**src/verilog/ssrcb_pkg.sv**
```systemverilog
`default_nettype none

package ssrcb_pkg;

    // fifo geometry, shared by the inbound and outbound speed-matching fifos
    localparam int          FIFO_DEPTH = 16;
    localparam int          FIFO_AW    = 4;
    localparam logic [4:0]  FIFO_FULL  = 5'h10;    // count value of a full fifo
    localparam logic [3:0]  PTR_STEP   = 4'h1;
    localparam int          FIS_WORDS  = 5;        // words kept of a non-data frame
    localparam logic [2:0]  FIS_LAST   = 3'h4;     // index of the last kept word

    // register byte addresses on the software port
    localparam logic [5:0]  ADDR_DATA   = 6'h00;   // shadow data register
    localparam logic [5:0]  ADDR_ERRFT  = 6'h04;   // read error, write features
    localparam logic [5:0]  ADDR_SECT   = 6'h08;   // sector count / tag
    localparam logic [5:0]  ADDR_LBA    = 6'h0c;   // 24-bit block address
    localparam logic [5:0]  ADDR_DEV    = 6'h10;   // device register
    localparam logic [5:0]  ADDR_STCMD  = 6'h14;   // read status, write command
    localparam logic [5:0]  ADDR_ALTCTL = 6'h18;   // read alt status, write device control
    localparam logic [5:0]  ADDR_ADPCTL = 6'h1c;   // adapter control
    localparam logic [5:0]  ADDR_ADPST  = 6'h20;   // adapter state, read only

    // adapter control fields
    localparam int          CTL_DMA_RUN  = 0;      // dma engine armed
    localparam int          CTL_DROP_CLR = 1;      // write one clears dropped-write flag

    // frame type codes
    localparam logic [7:0]  FIS_REG_H2D   = 8'h27;
    localparam logic [7:0]  FIS_REG_D2H   = 8'h34;
    localparam logic [7:0]  FIS_SDB       = 8'ha1;
    localparam logic [7:0]  FIS_PIO_SETUP = 8'h5f;
    localparam logic [7:0]  FIS_DATA      = 8'h46;

    // header word fields
    localparam int          HDR_DIR  = 13;         // pio setup: one = device to host
    localparam int          HDR_IRQ  = 14;         // interrupt flag
    localparam int          HDR_CMD  = 15;         // command bit of an outbound register frame

    // shadow status bit positions
    localparam int          ST_BUSY  = 7;
    localparam int          ST_SERVICE_REQUEST_FLAG  = 4;
    localparam int          ST_DRQ   = 3;
    localparam int          ST_REL   = 2;
    localparam int          ST_ERR   = 0;

    localparam logic [15:0] CNT_ONE  = 16'h0001;

    typedef enum logic [1:0] {
        RX_IDLE = 2'b00,
        RX_HDR  = 2'b01,
        RX_DATA = 2'b10
    } ssrcb_rx_state_t;

    typedef enum logic [1:0] {
        TX_IDLE = 2'b00,
        TX_CMD  = 2'b01,
        TX_DATA = 2'b10
    } ssrcb_tx_state_t;

    typedef logic [FIS_WORDS-1:0][31:0]  ssrcb_fis_t;
    typedef logic [FIFO_DEPTH-1:0][31:0] ssrcb_mem_t;

    // one word on the frame link
    typedef struct packed {
        logic        sof;       // first word of a frame
        logic        eof;       // last word of a frame
        logic [31:0] data;      // payload
    } ssrcb_word_t;

    // whole state of the bridge
    typedef struct packed {
        ssrcb_rx_state_t rx_st;
        ssrcb_tx_state_t tx_st;
        logic [7:0]      status;
        logic [7:0]      error;
        logic [7:0]      feature;
        logic [7:0]      command;
        logic [7:0]      sect;
        logic [7:0]      device;
        logic [7:0]      devctl;
        logic [23:0]     lba;
        logic            intrq;
        logic            cmd_pend;
        logic            dma_run;
        logic            tx_drop;
        logic            hold_valid;
        ssrcb_fis_t      hold_w;
        ssrcb_fis_t      rxw;
        logic [2:0]      rx_idx;
        logic [2:0]      tx_idx;
        logic            pio_in;
        logic            pio_out;
        logic [7:0]      end_status;
        logic [15:0]     rd_left;
        logic [15:0]     wr_left;
        logic [15:0]     tx_left;
        ssrcb_mem_t      rx_mem;
        logic [3:0]      rx_wp;
        logic [3:0]      rx_rp;
        logic [4:0]      rx_cnt;
        ssrcb_mem_t      tx_mem;
        logic [3:0]      tx_wp;
        logic [3:0]      tx_rp;
        logic [4:0]      tx_cnt;
        logic [31:0]     rdata;
        logic            rx_ready;
        logic            dma_valid;
        logic [31:0]     dma_data;
        logic            tx_valid;
        ssrcb_word_t     tx_word;
    } ssrcb_state_t;

endpackage

`default_nettype wire

```
**src/verilog/ssrcb_bridge.sv**
```systemverilog
`timescale 1ns/100ps
`default_nettype none

module ssrcb_bridge
    import ssrcb_pkg::*;
(
    input  wire logic        clk_i,        // 20 MHz clock
    input  wire logic        reset_i,      // async reset, active high
    input  wire logic [5:0]  addr_i,       // register byte address
    input  wire logic [31:0] wdata_i,      // register write data
    input  wire logic        wr_i,         // write strobe
    input  wire logic        rd_i,         // read strobe
    output logic      [31:0] rdata_o,      // read data, cycle after strobe
    output logic             intrq_o,      // interrupt to host
    input  wire logic        rx_valid_i,   // inbound link word valid
    input  wire ssrcb_word_t rx_word_i,    // inbound link word
    output logic             rx_ready_o,   // inbound flow control
    output logic             tx_valid_o,   // outbound link word valid
    output ssrcb_word_t      tx_word_o,    // outbound link word
    input  wire logic        tx_ready_i,   // outbound flow control
    output logic             dma_valid_o,  // word toward dma engine
    output logic      [31:0] dma_data_o,   // dma word
    input  wire logic        dma_ready_i   // dma engine takes word
);

    ssrcb_state_t r;    // registered state
    ssrcb_state_t n;    // next state

    // advance a fifo pointer with wrap
    function automatic logic [3:0] ptr_inc(input logic [3:0] p);
        return p + PTR_STEP;
    endfunction

    // copy register contents of a frame into the shadow blocks
    function automatic ssrcb_state_t load_shadow(input ssrcb_state_t s, input ssrcb_fis_t w);
        ssrcb_state_t o;
        o        = s;
        o.status = w[0][23:16];
        o.error  = w[0][31:24];
        o.lba    = w[1][23:0];
        o.device = w[1][31:24];
        o.sect   = w[3][7:0];
        return o;
    endfunction

    // words of the outbound register frame, built from the shadow blocks
    function automatic logic [31:0] cmd_word(input ssrcb_state_t s, input logic [2:0] idx);
        logic [31:0] v;
        v = '0;
        case (idx)
            3'h0: v = {s.feature, s.command, 1'b1, 7'h00, FIS_REG_H2D};
            3'h1: v = {s.device, s.lba};
            3'h3: v = {s.devctl, 16'h0000, s.sect};
            default: v = '0;
        endcase
        return v;
    endfunction

    // next-state logic of the whole bridge
    always_comb begin
        logic        rx_take;
        logic        rx_push;
        logic        rx_pop;
        logic        tx_push;
        logic        tx_pop;
        logic [31:0] rx_in;
        logic [31:0] tx_in;
        logic [7:0]  ftype;
        ssrcb_fis_t  w;
        n       = r;
        rx_take = rx_valid_i && r.rx_ready;
        rx_push = 1'b0;
        rx_pop  = 1'b0;
        tx_push = 1'b0;
        tx_pop  = 1'b0;
        rx_in   = rx_word_i.data;
        tx_in   = wdata_i;
        ftype   = rx_word_i.data[7:0];
        w       = r.rxw;
        n.rdata = '0;

        // outbound link: one word per accepted slot; a data frame leaves empty slots mid-frame while the fifo is empty
        if (!r.tx_valid || tx_ready_i) begin
            n.tx_valid = 1'b0;
            n.tx_word  = '0;
            case (r.tx_st)
                TX_IDLE: begin
                    if (r.cmd_pend) begin
                        // queued command frame goes first
                        n.tx_valid     = 1'b1;
                        n.tx_word.sof  = 1'b1;
                        n.tx_word.data = cmd_word(r, 3'h0);
                        n.tx_idx       = 3'h1;
                        n.cmd_pend     = 1'b0;
                        n.tx_st        = TX_CMD;
                    end else if (r.tx_left != 16'h0000 && r.tx_cnt != 5'h00) begin
                        // open a data frame only once a word waits
                        n.tx_valid     = 1'b1;
                        n.tx_word.sof  = 1'b1;
                        n.tx_word.data = {24'h000000, FIS_DATA};
                        n.tx_st        = TX_DATA;
                    end
                end
                TX_CMD: begin
                    // remaining words of the register frame
                    n.tx_valid     = 1'b1;
                    n.tx_word.data = cmd_word(r, r.tx_idx);
                    n.tx_word.eof  = (r.tx_idx == FIS_LAST);
                    n.tx_idx       = r.tx_idx + 3'h1;
                    if (r.tx_idx == FIS_LAST) begin
                        n.tx_st = TX_IDLE;
                    end
                end
                TX_DATA: begin
                    // hold off rather than underflow while the fifo is empty
                    if (r.tx_cnt != 5'h00) begin
                        n.tx_valid     = 1'b1;
                        n.tx_word.data = r.tx_mem[r.tx_rp];
                        n.tx_word.eof  = (r.tx_left == CNT_ONE);
                        tx_pop         = 1'b1;
                        n.tx_left      = r.tx_left - CNT_ONE;
                        if (r.tx_left == CNT_ONE) begin
                            n.tx_st = TX_IDLE;
                        end
                    end
                end
                default: n.tx_st = TX_IDLE;
            endcase
        end

        // software writes
        if (wr_i) begin
            case (addr_i)
                ADDR_DATA: begin
                    // out operation: only while a pio write is open
                    if (r.pio_out && r.wr_left != 16'h0000) begin
                        if (r.tx_cnt != FIFO_FULL) begin
                            tx_push   = 1'b1;
                            n.wr_left = r.wr_left - CNT_ONE;
                            if (r.wr_left == CNT_ONE) begin
                                n.status          = r.end_status;
                                n.status[ST_DRQ]  = 1'b0;
                                n.pio_out         = 1'b0;
                            end
                        end else begin
                            n.tx_drop = 1'b1;                             // full: write lost
                        end
                    end
                end
                ADDR_ERRFT:  n.feature = wdata_i[7:0];
                ADDR_SECT:   n.sect    = wdata_i[7:0];
                ADDR_LBA:    n.lba     = wdata_i[23:0];
                ADDR_DEV:    n.device  = wdata_i[7:0];
                ADDR_STCMD: begin
                    // command written last: busy and a frame to the device
                    n.command         = wdata_i[7:0];
                    n.status[ST_BUSY] = 1'b1;
                    n.status[ST_DRQ]  = 1'b0;
                    n.cmd_pend        = 1'b1;
                end
                ADDR_ALTCTL: n.devctl  = wdata_i[7:0];
                ADDR_ADPCTL: begin
                    n.dma_run = wdata_i[CTL_DMA_RUN];
                    if (wdata_i[CTL_DROP_CLR]) begin
                        n.tx_drop = 1'b0;
                    end
                end
                default: ;                                                // unmapped: ignored
            endcase
        end

        // software reads, answered in the next cycle
        if (rd_i) begin
            case (addr_i)
                ADDR_DATA: begin
                    // in operation: pop the inbound fifo head
                    if (r.pio_in && r.rx_cnt != 5'h00) begin
                        n.rdata   = r.rx_mem[r.rx_rp];
                        rx_pop    = 1'b1;
                        n.rd_left = r.rd_left - CNT_ONE;
                        if (r.rd_left == CNT_ONE) begin
                            n.status         = r.end_status;
                            n.status[ST_DRQ] = 1'b0;
                            n.pio_in         = 1'b0;
                        end
                    end
                end
                ADDR_ERRFT:  n.rdata = {24'h000000, r.error};
                ADDR_SECT:   n.rdata = {24'h000000, r.sect};
                ADDR_LBA:    n.rdata = {8'h00, r.lba};
                ADDR_DEV:    n.rdata = {24'h000000, r.device};
                ADDR_STCMD: begin
                    // status read acknowledges the interrupt
                    n.rdata = {24'h000000, r.status};
                    n.intrq = 1'b0;
                end
                ADDR_ALTCTL: n.rdata = {24'h000000, r.status};
                ADDR_ADPCTL: n.rdata = {31'h00000000, r.dma_run};
                ADDR_ADPST:  n.rdata = {16'h0000, r.tx_drop, r.hold_valid, r.pio_out,
                                        r.pio_in, r.tx_cnt, 2'h0, r.rx_cnt};
                default:     n.rdata = '0;
            endcase
        end

        // inbound link frames; events here come after the clears above
        if (rx_take) begin
            case (r.rx_st)
                RX_IDLE: begin
                    if (rx_word_i.sof) begin
                        n.rxw[0] = rx_in;
                        n.rx_idx = 3'h1;
                        if (ftype == FIS_DATA) begin
                            n.rx_st = rx_word_i.eof ? RX_IDLE : RX_DATA;
                            if (r.hold_valid) begin
                                // held setup now takes effect
                                n                 = load_shadow(n, r.hold_w);
                                n.status[ST_DRQ]  = 1'b1;
                                n.status[ST_BUSY] = 1'b0;
                                n.end_status      = r.hold_w[3][31:24];
                                n.rd_left         = r.hold_w[4][15:0];
                                n.pio_in          = (r.hold_w[4][15:0] != 16'h0000);
                                n.hold_valid      = 1'b0;
                                if (r.hold_w[0][HDR_IRQ]) begin
                                    n.intrq = 1'b1;
                                end
                            end
                        end else begin
                            n.rx_st = rx_word_i.eof ? RX_IDLE : RX_HDR;
                        end
                    end
                end
                RX_HDR: begin
                    if (r.rx_idx <= FIS_LAST) begin
                        n.rxw[r.rx_idx] = rx_in;
                        n.rx_idx        = r.rx_idx + 3'h1;
                    end
                    if (rx_word_i.eof) begin
                        n.rx_st = RX_IDLE;
                        w       = n.rxw;
                        case (w[0][7:0])
                            FIS_REG_D2H: begin
                                // release, tag answer and completion all land here
                                n = load_shadow(n, w);
                                n.rx_st = RX_IDLE;
                                if (w[0][HDR_IRQ]) begin
                                    n.intrq = 1'b1;
                                end
                            end
                            FIS_SDB: begin
                                n.status[ST_SERVICE_REQUEST_FLAG] = 1'b1;
                                if (!r.status[ST_BUSY]) begin
                                    n.intrq = 1'b1;
                                end
                            end
                            FIS_PIO_SETUP: begin
                                n.hold_w = w;
                                if (w[0][HDR_DIR]) begin
                                    n.hold_valid = 1'b1;
                                end else if (w[0][16+ST_ERR]) begin
                                    // error on a write: frame ends the command
                                    n = load_shadow(n, w);
                                    n.rx_st   = RX_IDLE;
                                    n.hold_w  = w;
                                    n.pio_out = 1'b0;
                                    n.wr_left = 16'h0000;
                                    n.intrq   = n.intrq | w[0][HDR_IRQ];
                                end else begin
                                    // write direction: beginning status at once
                                    n = load_shadow(n, w);
                                    n.rx_st           = RX_IDLE;
                                    n.hold_w          = w;
                                    n.status[ST_DRQ]  = 1'b1;
                                    n.status[ST_BUSY] = 1'b0;
                                    n.end_status      = w[3][31:24];
                                    n.wr_left         = w[4][15:0];
                                    n.tx_left         = w[4][15:0];
                                    n.pio_out         = (w[4][15:0] != 16'h0000);
                                    n.intrq           = n.intrq | w[0][HDR_IRQ];
                                end
                            end
                            default: ;                                    // unknown frame dropped
                        endcase
                    end
                end
                RX_DATA: begin
                    // payload always enters the inbound fifo
                    rx_push = 1'b1;
                    if (rx_word_i.eof) begin
                        n.rx_st = RX_IDLE;
                    end
                end
                default: n.rx_st = RX_IDLE;
            endcase
        end

        // drain to the dma engine when armed and no pio read owns the fifo
        if (!r.dma_valid || dma_ready_i) begin
            n.dma_valid = 1'b0;
            if (!r.pio_in && r.dma_run && r.rx_cnt != 5'h00) begin
                n.dma_valid = 1'b1;
                n.dma_data  = r.rx_mem[r.rx_rp];
                rx_pop      = 1'b1;
            end
        end

        // fifo bookkeeping
        if (rx_push) begin
            n.rx_mem[r.rx_wp] = rx_in;
            n.rx_wp           = ptr_inc(r.rx_wp);
        end
        if (rx_pop) begin
            n.rx_rp = ptr_inc(r.rx_rp);
        end
        n.rx_cnt = r.rx_cnt + {4'h0, rx_push} - {4'h0, rx_pop};
        if (tx_push) begin
            n.tx_mem[r.tx_wp] = tx_in;
            n.tx_wp           = ptr_inc(r.tx_wp);
        end
        if (tx_pop) begin
            n.tx_rp = ptr_inc(r.tx_rp);
        end
        n.tx_cnt = r.tx_cnt + {4'h0, tx_push} - {4'h0, tx_pop};

        // accept a link word only while a slot is sure to be free next cycle
        n.rx_ready = (n.rx_cnt < FIFO_FULL);
    end

    // state register; reset empties both fifos and drops any held setup
    always_ff @(posedge clk_i or posedge reset_i) begin
        if (reset_i) begin
            r <= '0;
        end else begin
            r <= n;
        end
    end

    // outputs straight from the state register
    assign rdata_o     = r.rdata;
    assign intrq_o     = r.intrq;
    assign rx_ready_o  = r.rx_ready;
    assign tx_valid_o  = r.tx_valid;
    assign tx_word_o   = r.tx_word;
    assign dma_valid_o = r.dma_valid;
    assign dma_data_o  = r.dma_data;

endmodule

`default_nettype wire

```
**config.mk**
```make
export PLATFORM = sky130hd
export DESIGN_NAME = ssrcb_bridge
export DESIGN_NICKNAME = d
export VERILOG_FILES = /design/src/verilog/ssrcb_pkg.sv /design/src/verilog/ssrcb_bridge.sv
export SDC_FILE = /design/constraint.sdc
export NUM_CORES = 2
export LEC_CHECK = 0
export BUFFER_PORTS_ARGS = -buffer_cell sky130_fd_sc_hd__buf_2
export CAP_MARGIN = 30
export CORE_MARGIN = 2
export CORE_UTILIZATION = 50
export CTS_BUF_LIST = sky130_fd_sc_hd__clkbuf_16
export DETAILED_ROUTE_END_ITERATION = 10
export PLACE_DENSITY = 0.78
export RECOVER_POWER = 25
export SLEW_MARGIN = 20
export SYNTH_ARGS = -nofsm -noshare
export SYNTH_HDL_FRONTEND = slang
export SYNTH_SLANG_ARGS = --single-unit
```
**constraint.sdc**
```tcl
create_clock -name clk_i -period 51.9 [get_ports clk_i]
set_input_delay 2.595 -clock clk_i [delete_from_list [all_inputs] [get_ports clk_i]]
set_output_delay 2.595 -clock clk_i [all_outputs]
set_load 0.005 [all_outputs]
```
Yosys cells after proc, flatten, opt, wreduce, memory -nomap -nowiden

Index checks and enable logic that the tools add are counted.

Register bits after elaboration: 1624
Output and inout bits: 102
Word-level logic and storage cells: 303
Input bits: 79

Reductions and logical operators: 33
Eq/ne operators: 34
Bitwise operators: 2
Add/subtract/negate cells: 13
Muxes and demuxes: 132
Order comparisons: 10

Operators by type and width:

| kind                                                  | number |
|---|---|
| two-way mux 1620 bit                                  | 3 |
| two-way mux 1624 bit                                  | 2 |
| one-hot mux 1622 bit (2 select lines)                 | 1 |
| two-way mux 1622 bit                                  | 1 |
| two-way mux 1539 bit                                  | 1 |
| two-way mux 1535 bit                                  | 1 |
| two-way mux 516 bit                                   | 2 |
| bitwise mux 512 bit                                   | 2 |
| two-way mux 163 bit                                   | 3 |
| binary-select mux 32 bit (select 4 bit)               | 2 |
| demux 32 bit (select 4 bit)                           | 2 |
| two-way mux 32 bit                                    | 8 |
| one-hot mux 32 bit (8 select lines)                   | 1 |
| one-hot mux 32 bit (3 select lines)                   | 2 |
| bitwise mux 160 bit                                   | 1 |
| two-way mux 16 bit                                    | 10 |
| one-hot mux 76 bit (2 select lines)                   | 1 |
| two-way mux 8 bit                                     | 13 |
| two-way mux 33 bit                                    | 3 |
| demux 32 bit (select 3 bit)                           | 1 |
| two-way mux 84 bit                                    | 1 |
| two-way mux 64 bit                                    | 1 |
| nonzero test 16 bit                                   | 4 |
| equality test 16 x 1 -> 1 bit (second input constant) | 3 |
| other kinds (56)                                      | 155 |

Depth between registers and ports, before layout

Depth after elaboration: 17
Gate-level depth with buffers: 18
Depth with buffers taken out: 17

Worst setup path after synthesis

Ideal clock, no wire load.

Kind: input-to-reg
From: input addr_i[5]
To: register r (netlist bit rx_ready_o)
Data required time: 51.779 ns
Stages on the path: 17
Arrival: 5.389 ns
Slack: 46.390 ns
Path through: or4_1 > clkbuf_1 > nor4_2 > buf_2 > or2_2 > clkbuf_1 > ha_1 > inv_1 > ha_1 > inv_1 > fa_1 > inv_1 > a21oi_1 > nor2_1 > nor2_1 > xnor2_1 > inv_1

RTL lines:

| what                 | line                | source |
|---|---|---|
| from (decl)          | ssrcb_bridge.sv:9   | `input wire logic [5:0] addr_i,` |
| to (signal assigned) | ssrcb_bridge.sv:333 | `r <= n;` |
| to (decl)            | ssrcb_bridge.sv:26  | `ssrcb_state_t r;` |

==> flow_summary.ini <==
[layout]
seqCellArea_sq_mm = 0.03681
layout.nets = 4994
multiInputGateArea_sq_mm = 0.02888
drive_gt1_share_pct = 39.24
final_common_cell = dfrtp_1
layout.cells.most_common_list = dfrtp_1 (1462), mux2_2 (1135), nand2_1 (299), mux4_2 (282), o21ai_0 (196)
area_growth_pct = 9.469
nFillCells = 10610

[detailed_routing]
wirelength_um = 179800
wire_per_inst_um = 26.50
num_vias = 42440
vias_per_cell = 6.256
firstDrtPassIters = 7
drc = 0
postRouteAntennaNets = 0
drtIter0Drc = 3858

[floorplanning]
ios = 181
die_area_sq_mm = 0.1396
die_w_um = 373.6
floorplan.initialDensity_pct = 50.43
rows = 135
die_height_um = 373.6
coreArea_sq_mm = 0.1355

[clocking]
cts_buffers = 151
ctsResizeCount = 0
ctsHoldBuffers = 0
clockBufferDepth = 3
cts.reportedPaths.clkPinSlew_ns = 0.06
postCtsSetupRepairBufs = 0
cts_tree = built
cts_sinks = 1470
worstSkewPairLatency_ns = 0.81
cts-root-buf = clkbuf_16
h-tree-depth = 4

[sta]
rsz0062_at_grt = false
slew_headroom_pct = -553.8
tns_ns = 0
fin_ws_ns = 35.89
period_share_pct = 30.85
worstMarginPinSlew_ns = 9.806
fin_worst_skew_ns = 0.04274
fmax_mhz = 62.46
period_needed_ns = 16.01
setup_viol = 0
hold_viol_final = 0
slew_violations = 974

[worst_setup_path]
cp_max_fo = 148
path_common_cell = clkbuf_1
worstSetupStartpointType = primary input
crit_arrival_ns = 15.01
cp-end-kind = async pin
cp_slowest_stage_delay_ns = 5.41
worstPathRequired_ns = 50.90
regToRegEndpoint = rx_ready_o
r2r_setup_slack_ns = 46.08
path_class = in2async
cp_slowest_cell = clkbuf_1
reg2reg_from = r[628]
path_cells = buf_2 -> clkinvlp_2 -> clkbuf_1 -> clkbuf_1 -> clkbuf_1
rr_worst_depth = 18

[run_status]
violations = max-capacitance violations, max-slew violations
status = complete, but fails checks

[flow_run]
drv_cap = 16

[placed_design]
io_buffer_count = 180
hpwlAfterDp_um = 111100
place.gp.congestion = 0.8825
pre_cts_ws_ns = 44.95

[global_routing]
antenna_found_initial = 23
overflow = 0
track_usage_pct = 25.56
grt_pass1_vias = 43040
grt_max_degree = 198
grt_first_pass_wirelength_um = 271600

[yosys]
ys_seq_elements = 1470
synth_edf_count = 0
syn_inst = 4953
ys_seq_area_share_pct = 53.85
postSynthAreaPerCell_sq_um = 13.79
ys_types = 87
syn_area_sq_mm = 0.06831
async_flop_share_pct = 100.0
synth_ff_type = dfrtp_1
synth_nets = 5072
yosys_warnings = 0

[hold_path]
holdCritStartpoint = r[1391]
hp-class = reg2reg
holdPathEnd = r[1391]
min_path_cells = 2

[power_and_ir_drop]
p_per_area_mw_per_mm2 = 40.12
peakVddDrop_mv = 0.03771
leakagePower_nw = 36.39
[worst max path at each step]
| stage | from | end | slack [ns] |
|---|---|---|---|
| floorplan | reset_i | dma_data_o[0] | 7.84 |
| global placement | reset_i | r[155] | 45.06 |
| detailed placement | reset_i | r[122] | 44.95 |
| CTS | reset_i | tx_word_o[15] | 45.82 |
| global route | reset_i | r[1119] | 32.91 |
| finish | reset_i | r[1070] | 35.89 |
[per-stage QoR]
step	hold slack, ns	util, %	total power [mW]	area (sq um)	std cells
2_1_floorplan	0.4418	-	1.772	68310	4953
3_3_place_gp	0.4537	51.45	1.948	69690	6477
3_5_place_dp	0.4630	51.62	1.965	69930	6488
4_1_cts	0.4767	55.11	3.009	74650	6763
5_1_grt	0.4881	55.19	3.116	74770	6779
6_report	0.4717	55.20	3.000	74780	6784
[power breakdown]
part	internal, mW	switching [mW]	total, mW
clock network	0.581	0.466	1.05
logic	0.250	0.381	0.631
registers	1.22	0.0994	1.32
total	2.05	0.945	3.00
[critical path, delay by kind of cell]
family                 cells  cell delay, ns
buffers and inverters      5           12.19
[metal layers]
layer | vias to the layer above | track usage [%] | wire length, um
met1 | 22470 | 33.99 | 73170
met3 | 432 | 6.223 | 13650
li1 | 17850 | - | -
met2 | 1662 | 40.93 | 85930
met4 | 26 | 9.319 | 6854
met5 | - | 0 | 168
[kinds of logic (layout without fill, tap and decap cells)]
group	count (synthesis)	after routing	synth area share, %
muxes	1588	1588	30.56
DFF	1470	1470	53.85
and+or+nand+nor	680	680	4.903
buffers and inverters	565	609	4.031
AOI/OAI and AO/OA	547	547	5.099
xor gates and xnor gates	63	63	0.8077
adders and majority gates	40	40	0.7546
other	0	6	0
[sequential cells by signal, summed over array words and instances (netlist names)]
register and count:
tx_word_o 34, rx_ready_o 1, tx_valid_o 1, r 1368, rdata_o 32, dma_data_o 32
dma_valid_o 1, intrq_o 1
[area by class of cell]
cell class	count	area share, %
repair buffers	289	2.620
inverters	45	0.2342
flip-flops and latches	1470	49.22
diodes	6	0.02008
clock inverters	121	1.159
well taps	1781	2.980
clock buffers	154	5.153
multi-input cells	2918	38.62
[synthesized netlist by cell type, types with 8 or more instances]
master | instances | area, sq um
a211o_1 | 11 | 96.34
a211oi_1 | 9 | 67.56
a21o_1 | 29 | 217.7
a21oi_1 | 110 | 550.5
a221oi_1 | 15 | 131.4
a222oi_1 | 10 | 100.1
a22o_1 | 32 | 280.3
a22oi_1 | 19 | 142.6
a2bb2oi_1 | 9 | 78.83
a31oi_1 | 11 | 68.82
and2_1 | 38 | 237.7
buf_1 | 59 | 221.5
buf_2 | 89 | 445.4
buf_4 | 101 | 758.2
buf_6 | 18 | 202.7
clkbuf_1 | 251 | 942.2
dfrtp_1 | 1470 | 36790
ha_1 | 38 | 475.5
inv_1 | 44 | 165.2
mux2_1 | 21 | 236.5
mux2_2 | 1136 | 12790
mux2i_1 | 148 | 1481
mux4_2 | 282 | 6351
nand2_1 | 323 | 1212
nand2b_1 | 17 | 106.4
nand3_1 | 58 | 290.3
nand4_1 | 11 | 68.82
nor2_1 | 81 | 304.0
nor2b_1 | 14 | 87.58
nor3_1 | 25 | 125.1
nor3b_1 | 8 | 60.06
nor4_1 | 40 | 250.2
o21ai_0 | 193 | 965.9
o21ai_1 | 14 | 70.07
o221ai_1 | 21 | 183.9
o22ai_1 | 27 | 168.9
or3_1 | 9 | 56.30
or4_1 | 10 | 75.07
xnor2_1 | 46 | 402.9
xor2_1 | 17 | 148.9
Note: power is estimated with default switching activity, not from simulation.
